$ cat config.mk
export PLATFORM = sky130hd
export DESIGN_NAME = sigma_delta_mode_control
export DESIGN_NICKNAME = d
export VERILOG_FILES = /design/src/core/sdm_ctrl_pkg.sv /design/src/core/sigma_delta_mode_control.sv /design/src/core/stream_fifo.sv
export SDC_FILE = /design/constraint.sdc
export NUM_CORES = 1
export LEC_CHECK = 0
export CAP_MARGIN = 20
export CORE_MARGIN = 2
export CORE_UTILIZATION = 45
export CTS_BUF_LIST = sky130_fd_sc_hd__clkbuf_4 sky130_fd_sc_hd__clkbuf_8 sky130_fd_sc_hd__clkbuf_16
export DETAILED_ROUTE_END_ITERATION = 8
export DONT_BUFFER_PORTS = 1
export PLACE_DENSITY_LB_ADDON = 0.25
export REMOVE_ABC_BUFFERS = 1
export SLEW_MARGIN = 20
export SYNTH_ARGS = -nofsm -noshare
export SYNTH_HDL_FRONTEND = slang
export SYNTH_SLANG_ARGS = --single-unit
$ cat constraint.sdc
create_clock -name CLK -period 4.82 [get_ports CLK]
set_clock_uncertainty 0.05 [all_clocks]
set_input_delay 0.723 -clock CLK [delete_from_list [all_inputs] [get_ports CLK]]
set_output_delay 0.723 -clock CLK [all_outputs]
set_load 0.02 [all_outputs]
$ cat src/core/sdm_ctrl_pkg.sv
// constants for the delta-sigma modulator and test DAC mode controller
// assumes a 100 MHz system clock that samples the master clock as an input
package sdm_ctrl_pkg;
	localparam logic [2:0] MODE_MOD = 3'h0;
	localparam logic [2:0] MODE_AC_BOTH = 3'h1;
	localparam logic [2:0] MODE_AC_PREC = 3'h2;
	localparam logic [2:0] MODE_AC_BUF = 3'h3;
	localparam logic [2:0] MODE_DC_CM = 3'h4;
	localparam logic [2:0] MODE_DC_DIFF = 3'h5;
	localparam logic [2:0] MODE_AC_CM = 3'h6;
	localparam logic [2:0] MODE_SLEEP = 3'h7;
	localparam logic [2:0] ATT_SMALLEST = 3'h6;
	localparam logic [2:0] KIND_NONE = 3'h0;
	localparam logic [2:0] KIND_AC_DIFF = 3'h1;
	localparam logic [2:0] KIND_AC_CM = 3'h2;
	localparam logic [2:0] KIND_DC_CM = 3'h3;
	localparam logic [2:0] KIND_DC_DIFF = 3'h4;
	localparam logic [1:0] MOD_DIV_LAST = 2'h3;
	localparam logic [2:0] TBS_DIV_LAST = 3'h7;
	localparam logic [5:0] RECOVER_TICKS = 6'h20;
	localparam logic [6:0] UNSTABLE_HOLD_TICKS = 7'h40;
	localparam int CLK_PERIOD_NS = 10;
	localparam int LOSS_TIME_NS = 40000;
	localparam logic [11:0] LOSS_CYCLES = 12'((LOSS_TIME_NS + CLK_PERIOD_NS - 1) / CLK_PERIOD_NS);
	localparam logic signed [17:0] MOD_REF = 18'sh08000;
	localparam logic signed [17:0] OVR_LIMIT = 18'sh060c5;
	localparam logic signed [17:0] ACC_CLAMP = 18'sh10000;
	localparam logic [11:0] LEVEL_MID = 12'h800;
	localparam logic [11:0] LEVEL_MAX = 12'hfff;
	localparam logic [11:0] DC_CM_LEVEL = 12'h800;
	localparam logic [11:0] DC_DIFF_LEVEL = 12'hfff;
	localparam int FIFO_WIDTH = 1;
	localparam int FIFO_DEPTH = 16;
endpackage : sdm_ctrl_pkg

$ cat src/core/sigma_delta_mode_control.sv
// mode controller for a delta-sigma modulator with a built-in test DAC
// assumes the master clock, sync, mode pins and test stream are synchronous to CLK
`timescale 1ns/1ps
`default_nettype none
module sigma_delta_mode_control
	import sdm_ctrl_pkg::*;
(
	// clock and reset
	input wire logic CLK,
	input wire logic RST,
	// master clock and sync from the decimation filter
	input wire logic MASTER_CLK_IN,
	input wire logic SAMPLE_SYNC_IN,
	// mode and attenuation pins
	input wire logic MODE_SELECT_BIT2,
	input wire logic MODE_SELECT_BIT1,
	input wire logic MODE_SELECT_BIT0,
	input wire logic [2:0] ATTENUATION_SELECT,
	// digitised modulator input
	input wire logic signed [15:0] ANALOG_IN,
	// test stream
	input wire logic TEST_PATTERN_STREAM,
	input wire logic TEST_PATTERN_VALID,
	output logic TEST_PATTERN_READY,
	// modulator outputs, enables low while driving
	output logic MOD_BITSTREAM_OUT,
	output logic MOD_BITSTREAM_OE_N,
	output logic INSTABILITY_FLAG,
	output logic INSTABILITY_FLAG_OE_N,
	// test outputs, enables low while driving
	output logic PRECISION_OE_N,
	output logic BUFFERED_OE_N,
	output logic [2:0] TEST_KIND,
	output logic [11:0] TEST_LEVEL,
	// status
	output logic POWER_DOWN
);
	typedef enum logic {ST_FOURTH, ST_FIRST} order_e;

	logic mclk_q;
	logic tick;
	logic [11:0] idle_cnt;
	logic power_down;
	logic [2:0] mode;
	logic sync_prev;
	logic sync_rise;
	logic [1:0] div_cnt;
	logic bit_en;
	logic running;
	logic signed [17:0] acc;
	logic signed [17:0] next_acc;
	logic signed [17:0] in_ext;
	logic mod_bit;
	logic over_range;
	order_e order;
	logic [5:0] inrange_cnt;
	logic [6:0] hold_cnt;
	logic ac_mode;
	logic [2:0] tbs_cnt;
	logic tbs_en;
	logic fifo_valid;
	logic fifo_bit;
	logic drain;
	logic [11:0] ac_level;
	logic [11:0] next_kind_level;
	logic [2:0] next_kind;
	logic next_prec_oe_n;
	logic next_buf_oe_n;

	// master clock edge becomes a one-cycle enable
	always_ff @(posedge CLK) begin
		if (RST) begin
			mclk_q <= 1'b0;
		end else begin
			mclk_q <= MASTER_CLK_IN;
		end
	end
	assign tick = MASTER_CLK_IN && !mclk_q;

	// loss-of-clock detector
	always_ff @(posedge CLK) begin
		if (RST) begin
			idle_cnt <= '0;
			power_down <= 1'b1;
		end else if (tick) begin
			idle_cnt <= '0;
			power_down <= 1'b0;
		end else if (idle_cnt >= LOSS_CYCLES) begin
			power_down <= 1'b1;
		end else begin
			idle_cnt <= idle_cnt + 1'b1;
		end
	end

	// mode pins sampled on master clock edges
	always_ff @(posedge CLK) begin
		if (RST) begin
			mode <= MODE_SLEEP;
		end else if (tick) begin
			mode <= {MODE_SELECT_BIT2, MODE_SELECT_BIT1, MODE_SELECT_BIT0};
		end
	end

	assign running = !power_down && mode != MODE_SLEEP;

	// conversion divider, restarted by sync
	always_ff @(posedge CLK) begin
		if (RST) begin
			sync_prev <= 1'b0;
		end else if (tick) begin
			sync_prev <= SAMPLE_SYNC_IN;
		end
	end
	assign sync_rise = tick && SAMPLE_SYNC_IN && !sync_prev;

	always_ff @(posedge CLK) begin
		if (RST) begin
			div_cnt <= '0;
		end else if (sync_rise) begin
			div_cnt <= '0;
		end else if (tick) begin
			div_cnt <= div_cnt + 1'b1;
		end
	end
	assign bit_en = tick && !sync_rise && div_cnt == MOD_DIV_LAST && running;

	// error-feedback loop: full scale sits at 0.756 of the reference
	assign in_ext = 18'(ANALOG_IN);
	assign over_range = in_ext > OVR_LIMIT || in_ext < -OVR_LIMIT;

	always_comb begin
		next_acc = acc + in_ext + (mod_bit ? -MOD_REF : MOD_REF);
		// collapsed loop keeps its integrator bounded
		if (order == ST_FIRST && next_acc > ACC_CLAMP) begin
			next_acc = ACC_CLAMP;
		end else if (order == ST_FIRST && next_acc < -ACC_CLAMP) begin
			next_acc = -ACC_CLAMP;
		end
	end

	always_ff @(posedge CLK) begin
		if (RST) begin
			acc <= '0;
			mod_bit <= 1'b0;
		end else if (!running) begin
			acc <= '0;
			mod_bit <= 1'b0;
		end else if (bit_en) begin
			acc <= next_acc;
			mod_bit <= !next_acc[17];
		end
	end

	// stability supervisor
	always_ff @(posedge CLK) begin
		if (RST) begin
			order <= ST_FOURTH;
			inrange_cnt <= '0;
			hold_cnt <= '0;
		end else if (!running) begin
			order <= ST_FOURTH;
			inrange_cnt <= '0;
			hold_cnt <= '0;
		end else if (tick) begin
			case (order)
				ST_FOURTH: begin
					inrange_cnt <= '0;
					hold_cnt <= '0;
					if (over_range) begin
						order <= ST_FIRST;
					end
				end
				ST_FIRST: begin
					if (over_range) begin
						inrange_cnt <= '0;
						hold_cnt <= hold_cnt + 1'b1;
						if (hold_cnt == UNSTABLE_HOLD_TICKS - 1'b1) begin
							order <= ST_FOURTH;
						end
					end else begin
						inrange_cnt <= inrange_cnt + 1'b1;
						if (inrange_cnt == RECOVER_TICKS - 1'b1) begin
							order <= ST_FOURTH;
						end
					end
				end
				default: begin
					order <= ST_FOURTH;
				end
			endcase
		end
	end

	// modulator pin drivers
	always_ff @(posedge CLK) begin
		if (RST) begin
			MOD_BITSTREAM_OUT <= 1'b0;
			MOD_BITSTREAM_OE_N <= 1'b1;
			INSTABILITY_FLAG <= 1'b0;
			INSTABILITY_FLAG_OE_N <= 1'b1;
			POWER_DOWN <= 1'b1;
		end else begin
			MOD_BITSTREAM_OUT <= mod_bit;
			MOD_BITSTREAM_OE_N <= !running;
			INSTABILITY_FLAG <= running && order == ST_FIRST;
			INSTABILITY_FLAG_OE_N <= !running;
			POWER_DOWN <= power_down;
		end
	end

	// test stream path
	assign ac_mode = running && (mode == MODE_AC_BOTH || mode == MODE_AC_PREC ||
		mode == MODE_AC_BUF || mode == MODE_AC_CM);

	always_ff @(posedge CLK) begin
		if (RST) begin
			tbs_cnt <= '0;
		end else if (sync_rise) begin
			tbs_cnt <= '0;
		end else if (tick) begin
			tbs_cnt <= tbs_cnt + 1'b1;
		end
	end
	// stream bits are consumed at one eighth of the master rate
	assign tbs_en = tick && tbs_cnt == TBS_DIV_LAST;
	assign drain = ac_mode && tbs_en;

	stream_fifo #(
		.WIDTH(FIFO_WIDTH),
		.DEPTH(FIFO_DEPTH)
	) u_fifo (
		.clk(CLK),
		.rst(RST),
		.in_valid(TEST_PATTERN_VALID),
		.in_data(TEST_PATTERN_STREAM),
		.in_ready(TEST_PATTERN_READY),
		.out_valid(fifo_valid),
		.out_data(fifo_bit),
		.out_ready(drain)
	);

	// one-bit DAC: first-order smoothing of the ones density
	always_ff @(posedge CLK) begin
		if (RST) begin
			ac_level <= LEVEL_MID;
		end else if (!ac_mode) begin
			ac_level <= LEVEL_MID;
		end else if (drain && fifo_valid) begin
			if (fifo_bit) begin
				ac_level <= ac_level + ((LEVEL_MAX - ac_level) >> 4);
			end else begin
				ac_level <= ac_level - (ac_level >> 4);
			end
		end
	end

	always_comb begin
		next_kind = KIND_NONE;
		next_kind_level = LEVEL_MID;
		next_prec_oe_n = 1'b1;
		next_buf_oe_n = 1'b1;
		if (running) begin
			case (mode)
				MODE_MOD: begin
					next_kind = KIND_NONE;
				end
				MODE_AC_BOTH: begin
					next_kind = KIND_AC_DIFF;
					next_kind_level = ac_level;
					next_prec_oe_n = 1'b0;
					next_buf_oe_n = 1'b0;
				end
				MODE_AC_PREC: begin
					next_kind = KIND_AC_DIFF;
					next_kind_level = ac_level;
					next_prec_oe_n = 1'b0;
				end
				MODE_AC_BUF: begin
					next_kind = KIND_AC_DIFF;
					next_kind_level = ac_level;
					next_buf_oe_n = 1'b0;
				end
				MODE_DC_CM: begin
					next_kind = KIND_DC_CM;
					next_kind_level = DC_CM_LEVEL;
					next_prec_oe_n = 1'b0;
					next_buf_oe_n = 1'b0;
				end
				MODE_DC_DIFF: begin
					next_kind = KIND_DC_DIFF;
					next_kind_level = DC_DIFF_LEVEL;
					next_prec_oe_n = 1'b0;
					next_buf_oe_n = 1'b0;
				end
				MODE_AC_CM: begin
					next_kind = KIND_AC_CM;
					next_prec_oe_n = 1'b0;
					next_buf_oe_n = 1'b0;
					// smallest attenuation gives a flat common-mode level
					next_kind_level = (ATTENUATION_SELECT == ATT_SMALLEST) ?
						LEVEL_MID : ac_level;
				end
				default: begin
					next_kind = KIND_NONE;
				end
			endcase
		end
	end

	always_ff @(posedge CLK) begin
		if (RST) begin
			TEST_KIND <= KIND_NONE;
			TEST_LEVEL <= LEVEL_MID;
			PRECISION_OE_N <= 1'b1;
			BUFFERED_OE_N <= 1'b1;
		end else begin
			TEST_KIND <= next_kind;
			TEST_LEVEL <= next_kind_level;
			PRECISION_OE_N <= next_prec_oe_n;
			BUFFERED_OE_N <= next_buf_oe_n;
		end
	end
endmodule : sigma_delta_mode_control
`default_nettype wire

$ cat src/core/stream_fifo.sv
// synchronous FIFO with valid/ready on both sides
// assumes one clock and a synchronous active-high reset
`timescale 1ns/1ps
`default_nettype none
module stream_fifo #(
	parameter int WIDTH = 1,
	parameter int DEPTH = 16
) (
	// clock and reset
	input wire logic clk,
	input wire logic rst,
	// filling side
	input wire logic in_valid,
	input wire logic [WIDTH-1:0] in_data,
	output logic in_ready,
	// draining side
	output logic out_valid,
	output logic [WIDTH-1:0] out_data,
	input wire logic out_ready
);
	localparam int AW = $clog2(DEPTH);
	logic [WIDTH-1:0] mem [DEPTH];
	logic [AW-1:0] wr_ptr;
	logic [AW-1:0] rd_ptr;
	logic [AW:0] count;
	logic push;
	logic pop;
	logic [AW:0] next_count;

	assign push = in_valid && in_ready;
	assign pop = out_valid && out_ready;
	assign out_valid = count != '0;
	assign out_data = mem[rd_ptr];
	assign next_count = count + (AW+1)'(push) - (AW+1)'(pop);

	always_ff @(posedge clk) begin
		if (push) begin
			mem[wr_ptr] <= in_data;
		end
	end

	always_ff @(posedge clk) begin
		if (rst) begin
			wr_ptr <= '0;
			rd_ptr <= '0;
			count <= '0;
			in_ready <= 1'b0;
		end else begin
			if (push) begin
				wr_ptr <= (wr_ptr == AW'(DEPTH - 1)) ? '0 : wr_ptr + 1'b1;
			end
			if (pop) begin
				rd_ptr <= (rd_ptr == AW'(DEPTH - 1)) ? '0 : rd_ptr + 1'b1;
			end
			count <= next_count;
			// registered ready: full is known one cycle ahead from next_count
			in_ready <= next_count != (AW+1)'(DEPTH);
		end
	end
endmodule : stream_fifo
`default_nettype wire

; Word-level counts from Yosys, hierarchy flattened
; Memory sizes are Yosys's and may differ from the RTL's. A register that Yosys moved wholly into a read port is not among the register bits.
; Cells that the tools add are included.
[totals]
mem_count = 1
in_bits = 28
ff_bits = 103
out_inout_bits = 23
elab_cells = 125
ram_bits = 16
[memory_table]
columns = memory, words, width, read_ports, rd_clocked_by_memory_dff, write_ports, line_no
row1 = u_fifo.mem, 16, 1, 1, 1, 1, stream_fifo.sv:22  ; logic [WIDTH-1:0] mem [DEPTH];
[op_classes]
n_addsub = 14
reduce_logical = 35
magnitude_cmp = 5
n_bitwise = 3
mux = 26
n_eq_ne = 16
[op_table]
columns = op, n
row1 = $mux 18, 3
row2 = $pmux 12 s3, 1
row3 = $mux 12, 2
row4 = $add 18x16->18, 1
row5 = $add 18x18->18, 1
row6 = $gt 18x18->1 const B, 1
row7 = $lt 18x17->1 const B, 1
row8 = $gt 16x16->1 const B, 1
row9 = $lt 16x16->1 const B, 1
row10 = $mux 4, 4
row11 = $eq 3x3->1 const B, 5
row12 = $logic_and 1x1->1, 15
row13 = $pmux 7 s2, 1
row14 = $add 12x1->12 const B, 1
row15 = $add 12x8->12, 1
row16 = $ge 12x12->1 const B, 1
row17 = $pmux 3 s4, 1
row18 = $pmux 6 s2, 1
row19 = $sub 12x12->12 const A, 1
row20 = $sub 12x8->12, 1
row21 = $mux 1, 10
row22 = $reduce_or 5->1, 2
row23 = $add 4x1->4 const B, 2
row24 = $eq 4x4->1 const B, 2
row25 = other kinds (25), 39

; Logic depth before layout (Yosys ltp)
[logic_depth]
depth_word = 9
ltp_mapped = 15
mapped_depth_nobuf = 13

; Hierarchy
; From an unflattened synthesis, not the netlist that was laid out.
[hier_totals]
hier_cells = 748
area_unflattened_um2 = 6769.0
[by_module_without_submodules]
columns = module, area_per_inst_um2, seq_area_each_um2, cells_per_inst, n_inst
row1 = sigma_delta_mode_control, 5191.2, 1781.7, 617, 1
row2 = stream_fifo, 1577.8, 840.8, 131, 1

; Worst setup path before layout
; No wires, ideal clock.
[synth_timing]
path_type = flip-flop to flip-flop
start = register with a tool-made name
end = register ac_level[11]
t_arrival_ns = 3.703
setup_time_ns = 0.123
required_ns = 4.647
setup_slack_ns = 0.944
n_path_buf = 0
period_less_slack_ns = 3.876
path_stages_with_launch = 13
path_cell_list = dfxtp_1 > mux4_2 > mux4_2 > mux2_2 > ha_1 > a21o_1 > a21o_1 > a2111oi_0 > nor4b_1 > o31ai_1 > xnor2_1 > and3_1 > o21ai_1
[synth_rtl]
columns = item, line_no
row1 = "end signal, assigned", sigma_delta_mode_control.sv:250  ; ac_level <= ac_level + ((LEVEL_MAX - ac_level) >> 4);
row2 = "end signal, assigned", sigma_delta_mode_control.sv:252  ; ac_level <= ac_level - (ac_level >> 4);
row3 = "end, declared", sigma_delta_mode_control.sv:64  ; logic [11:0] ac_level;

==> metrics.log <==
INFO  metric area_growth = 10.1%
INFO  metric layout.cells.most_common = dfxtp_1
INFO  metric synth_top_cells_by_area = dfxtp_1, ha_1, edfxtp_1
INFO  metric worst_path_largest_cell_delay = 700 ps
INFO  metric grt_util_met1 = 26.2%
INFO  metric die-height = 127 µm
INFO  metric globalRouteMet2Util = 30.2%
INFO  metric fillers = 1340
INFO  metric layout.nets = 846
INFO  metric hold-path-cell-count = 1
INFO  metric totalPowerFinal = 2.59 mW
INFO  metric yosysWarnings = 0
INFO  metric detail_route.wirelength = 15100 µm
INFO  metric critical_path_arrival = 4630 ps
INFO  metric ys_types = 65
INFO  metric maxCapViolations = 0
INFO  metric diodes = 0
INFO  metric grt_pass1_wl = 25200 µm
INFO  metric dpl.hpwl = 11000 µm
INFO  metric synth_async_sr_flop_share = 0%
INFO  metric grt_setup_unrepaired = no
INFO  metric ioPinCount = 51
INFO  metric worst_ir_drop_vdd = 0.220 mV
INFO  metric rr_worst_depth = 12
INFO  metric synth_largest_area_cell = dfxtp_1
INFO  metric sequential_cell_area = 2620 µm²
INFO  metric detail_route.iter0.violations = 378
INFO  metric place.gp.congestion = 0.922
INFO  metric cts.hold.buffers_added = 0
INFO  metric mean_instance_size_in_the_synthesized_netlist = 8.96 µm²
INFO  metric synth_top_cell_area_share = 31.6%
INFO  metric clk_path_buf_depth = 2
INFO  metric effective_utilization_at_floorplan = 46.4%
INFO  metric grt.met3_usage = 5.19%
INFO  metric yosys_register_bits = 123
INFO  metric clkTransAtPathRegs = 60 ps
INFO  metric drive_gt1_share = 8.24%
INFO  metric fp-row-count = 44
INFO  metric grt_overflow = 0
INFO  metric worstPathCellList = mux4_2 > mux4_2 > mux2_2 > ha_1 > a21o_1 > a21o_1 > a2111oi_0 > nor4b_1 > o31ai_1 > xnor2_1 > and3_1 > o21ai_1
INFO  metric critical-path-top-delay-family = compound AO/OA/AOI/OAI gates
INFO  metric final-hold-violation-count = 0
INFO  metric worstPathBufferInverterCount = 0
INFO  metric final_period_minus_worst_setup_slack = 4370 ps
INFO  metric clock-root-buffer = clkbuf_16
INFO  metric reg2reg_slack = 450 ps
INFO  metric timing.hold.ws = 311 ps
INFO  metric maxSlewViolCount = 0
INFO  metric seq_area_frac_synth = 38.6%
INFO  metric vias_per_cell = 5.60
INFO  metric end_kind = flip-flop
INFO  metric cts.sink_count = 123
INFO  metric max_freq = 0.229 GHz
INFO  metric setup-tns-final = 0 ps
INFO  metric critPathSlowestCell = a2111oi_0
INFO  metric critPathLaunchType = flip-flop
INFO  metric via_count_of_the_first_global_routing_pass = 5197
INFO  metric cp_data_required_time = 5080 ps
INFO  metric resize_count_post_cts = 0
INFO  metric min_to = u_fifo.count[2]$_SDFF_PP0_
INFO  metric worst_hold_path_type = in2reg
INFO  metric maximum_net_fanout_on_the_critical_path = 7
INFO  metric detail-route-antenna-nets = 0
INFO  metric number_of_buffers_inserted_during_clock_tree_synthesis = 17
INFO  metric buffer_ports.inserted = 0
INFO  metric postSynth.topFlopCell = dfxtp_1
INFO  metric slew_headroom = 46.1%
INFO  metric grt.busiest_layer = met2
INFO  metric core_area = 14600 µm²
INFO  metric synth-edff-count = 16
INFO  metric worstSetupPathType = reg2reg
INFO  metric cellLeakagePower = 2.94 nW
INFO  metric tritoncts_clock_tree = done
INFO  metric drc_errors = 0
INFO  metric fin_crit_sh = 90.7%
INFO  metric pin_count_of_the_biggest_net_entering_global_routing = 24
INFO  metric area_occupied_by_multi_input_gates = 3930 µm²
INFO  metric cts_max_level = 4
INFO  metric die-area = 16100 µm²
INFO  metric powerDensity = 347 nW/µm²
INFO  metric avgRoutedWirePerCell = 15.9 µm
INFO  metric cts_post_setup_buffers_inserted = 0
INFO  metric status = completed
INFO  metric timing.hold.worst.start = RST
INFO  metric number_of_antenna_violations_at_the_first_check_in_global_routing = 0
INFO  metric commonest_non_fill_non_tap_cells_in_the_layout = dfxtp_1, nand2_1, nor2_1
INFO  metric setup_failing_eps_final = 0
INFO  metric syn-instance-count = 758
INFO  metric syn_area = 6790 µm²
INFO  metric vias = 5318
INFO  metric floorplan.die.width = 127 µm
INFO  metric reg2reg_to = ac_level[11]$_SDFFE_PP1N_
INFO  metric globalRouteTotalUtil = 19.3%
INFO  metric worst-slew-pin-transition = 803 ps
INFO  metric firstDrtPassIters = 6
INFO  metric worstSkewPairLatency = 420 ps
[power breakdown]
group          total [mW]  leakage [nW]  internal (mW)  switching (mW)
registers            1.11          1.01           1.07          0.0353
clock network        1.19         0.267          0.674           0.514
logic               0.298          1.67          0.127           0.171
total                2.59          2.94           1.87           0.721
[final cells by class]
| cell class | count | share of cell area [%] |
|---|---|---|
| multi-input combinational | 575 | 52.6 |
| timing repair buffer | 3 | 0.301 |
| sequential | 123 | 35.1 |
| inverter | 32 | 1.61 |
| clock inverter | 14 | 1.51 |
| clock buffer | 18 | 5.79 |
| tap | 184 | 3.08 |
[stage by stage]
step,std cells,setup slack [ps],area (µm²),util (%)
floorplan,730,328,6670,-
global placement,917,596,6930,47.3
detailed placement,917,488,6930,47.3
CTS,949,456,7470,51.0
global route,949,181,7470,51.0
finish,949,449,7470,51.0
[Yosys cell counts, drive strengths merged, types with 5 or more instances]
cell    count
a21oi      56
o31ai       5
a21o        8
nand4      13
or3         8
buf         6
xor2       25
and3       14
nand2      85
ha         62
nand3      25
edfxtp     16
mux2i      14
o21ai      32
xnor2      28
nor2       82
o21bai      5
mux4        5
clkbuf     22
inv        31
dfxtp     107
nor3       18
nand2b     11
nor2b       9
a211oi      5
[routing by layer]
metal / part of all wire, % / up-vias
li1: - / 2672
met1: 47 / 2495
met2: 46 / 128
met3: 5.2 / 23
met4: 1.4 / 0
met5: 0 / -
[kinds of logic (layout without fill, tap and decap cells)]
| group | after synthesis | after routing | share of synthesized area [%] |
|---|---|---|---|
| AOI/OAI and AO/OA | 148 | 148 | 14.3 |
| xor gates and xnor gates | 53 | 53 | 6.84 |
| adders and majority gates | 66 | 66 | 12.6 |
| buffers and inverters | 60 | 67 | 3.56 |
| DFF | 123 | 123 | 38.6 |
| muxes | 21 | 21 | 4.05 |
| and+or+nand+nor | 287 | 287 | 20.0 |
[worst max path at each step]
stage / start / end / slack, ps / depth (start not counted)
4_1_cts: flip-flop / ac_level[11]$_SDFFE_PP1N_ / 460 / 12
3_5_place_dp: flip-flop / ac_level[11]$_SDFFE_PP1N_ / 490 / 12
6_report: flip-flop / ac_level[11]$_SDFFE_PP1N_ / 450 / 12
5_1_grt: flip-flop / ac_level[11]$_SDFFE_PP1N_ / 180 / 12
3_3_place_gp: flip-flop / ac_level[11]$_SDFFE_PP1N_ / 600 / 12
2_1_floorplan: MASTER_CLK_IN / u_fifo.in_ready$_SDFF_PP0_ / 330 / 11
[flip-flops by register name, summed over array words and instances (netlist names), 4 cells and up, named ones only]
| name | count |
|---|---|
| acc | 18 |
| u_fifo.mem | 16 |
| TEST_LEVEL | 12 |
| ac_level | 12 |
| idle_cnt | 12 |
| hold_cnt | 7 |
| inrange_cnt | 6 |
| u_fifo.count | 5 |
| u_fifo.rd_ptr | 4 |
| u_fifo.wr_ptr | 4 |
Note: power is estimated with default switching activity, not from simulation.
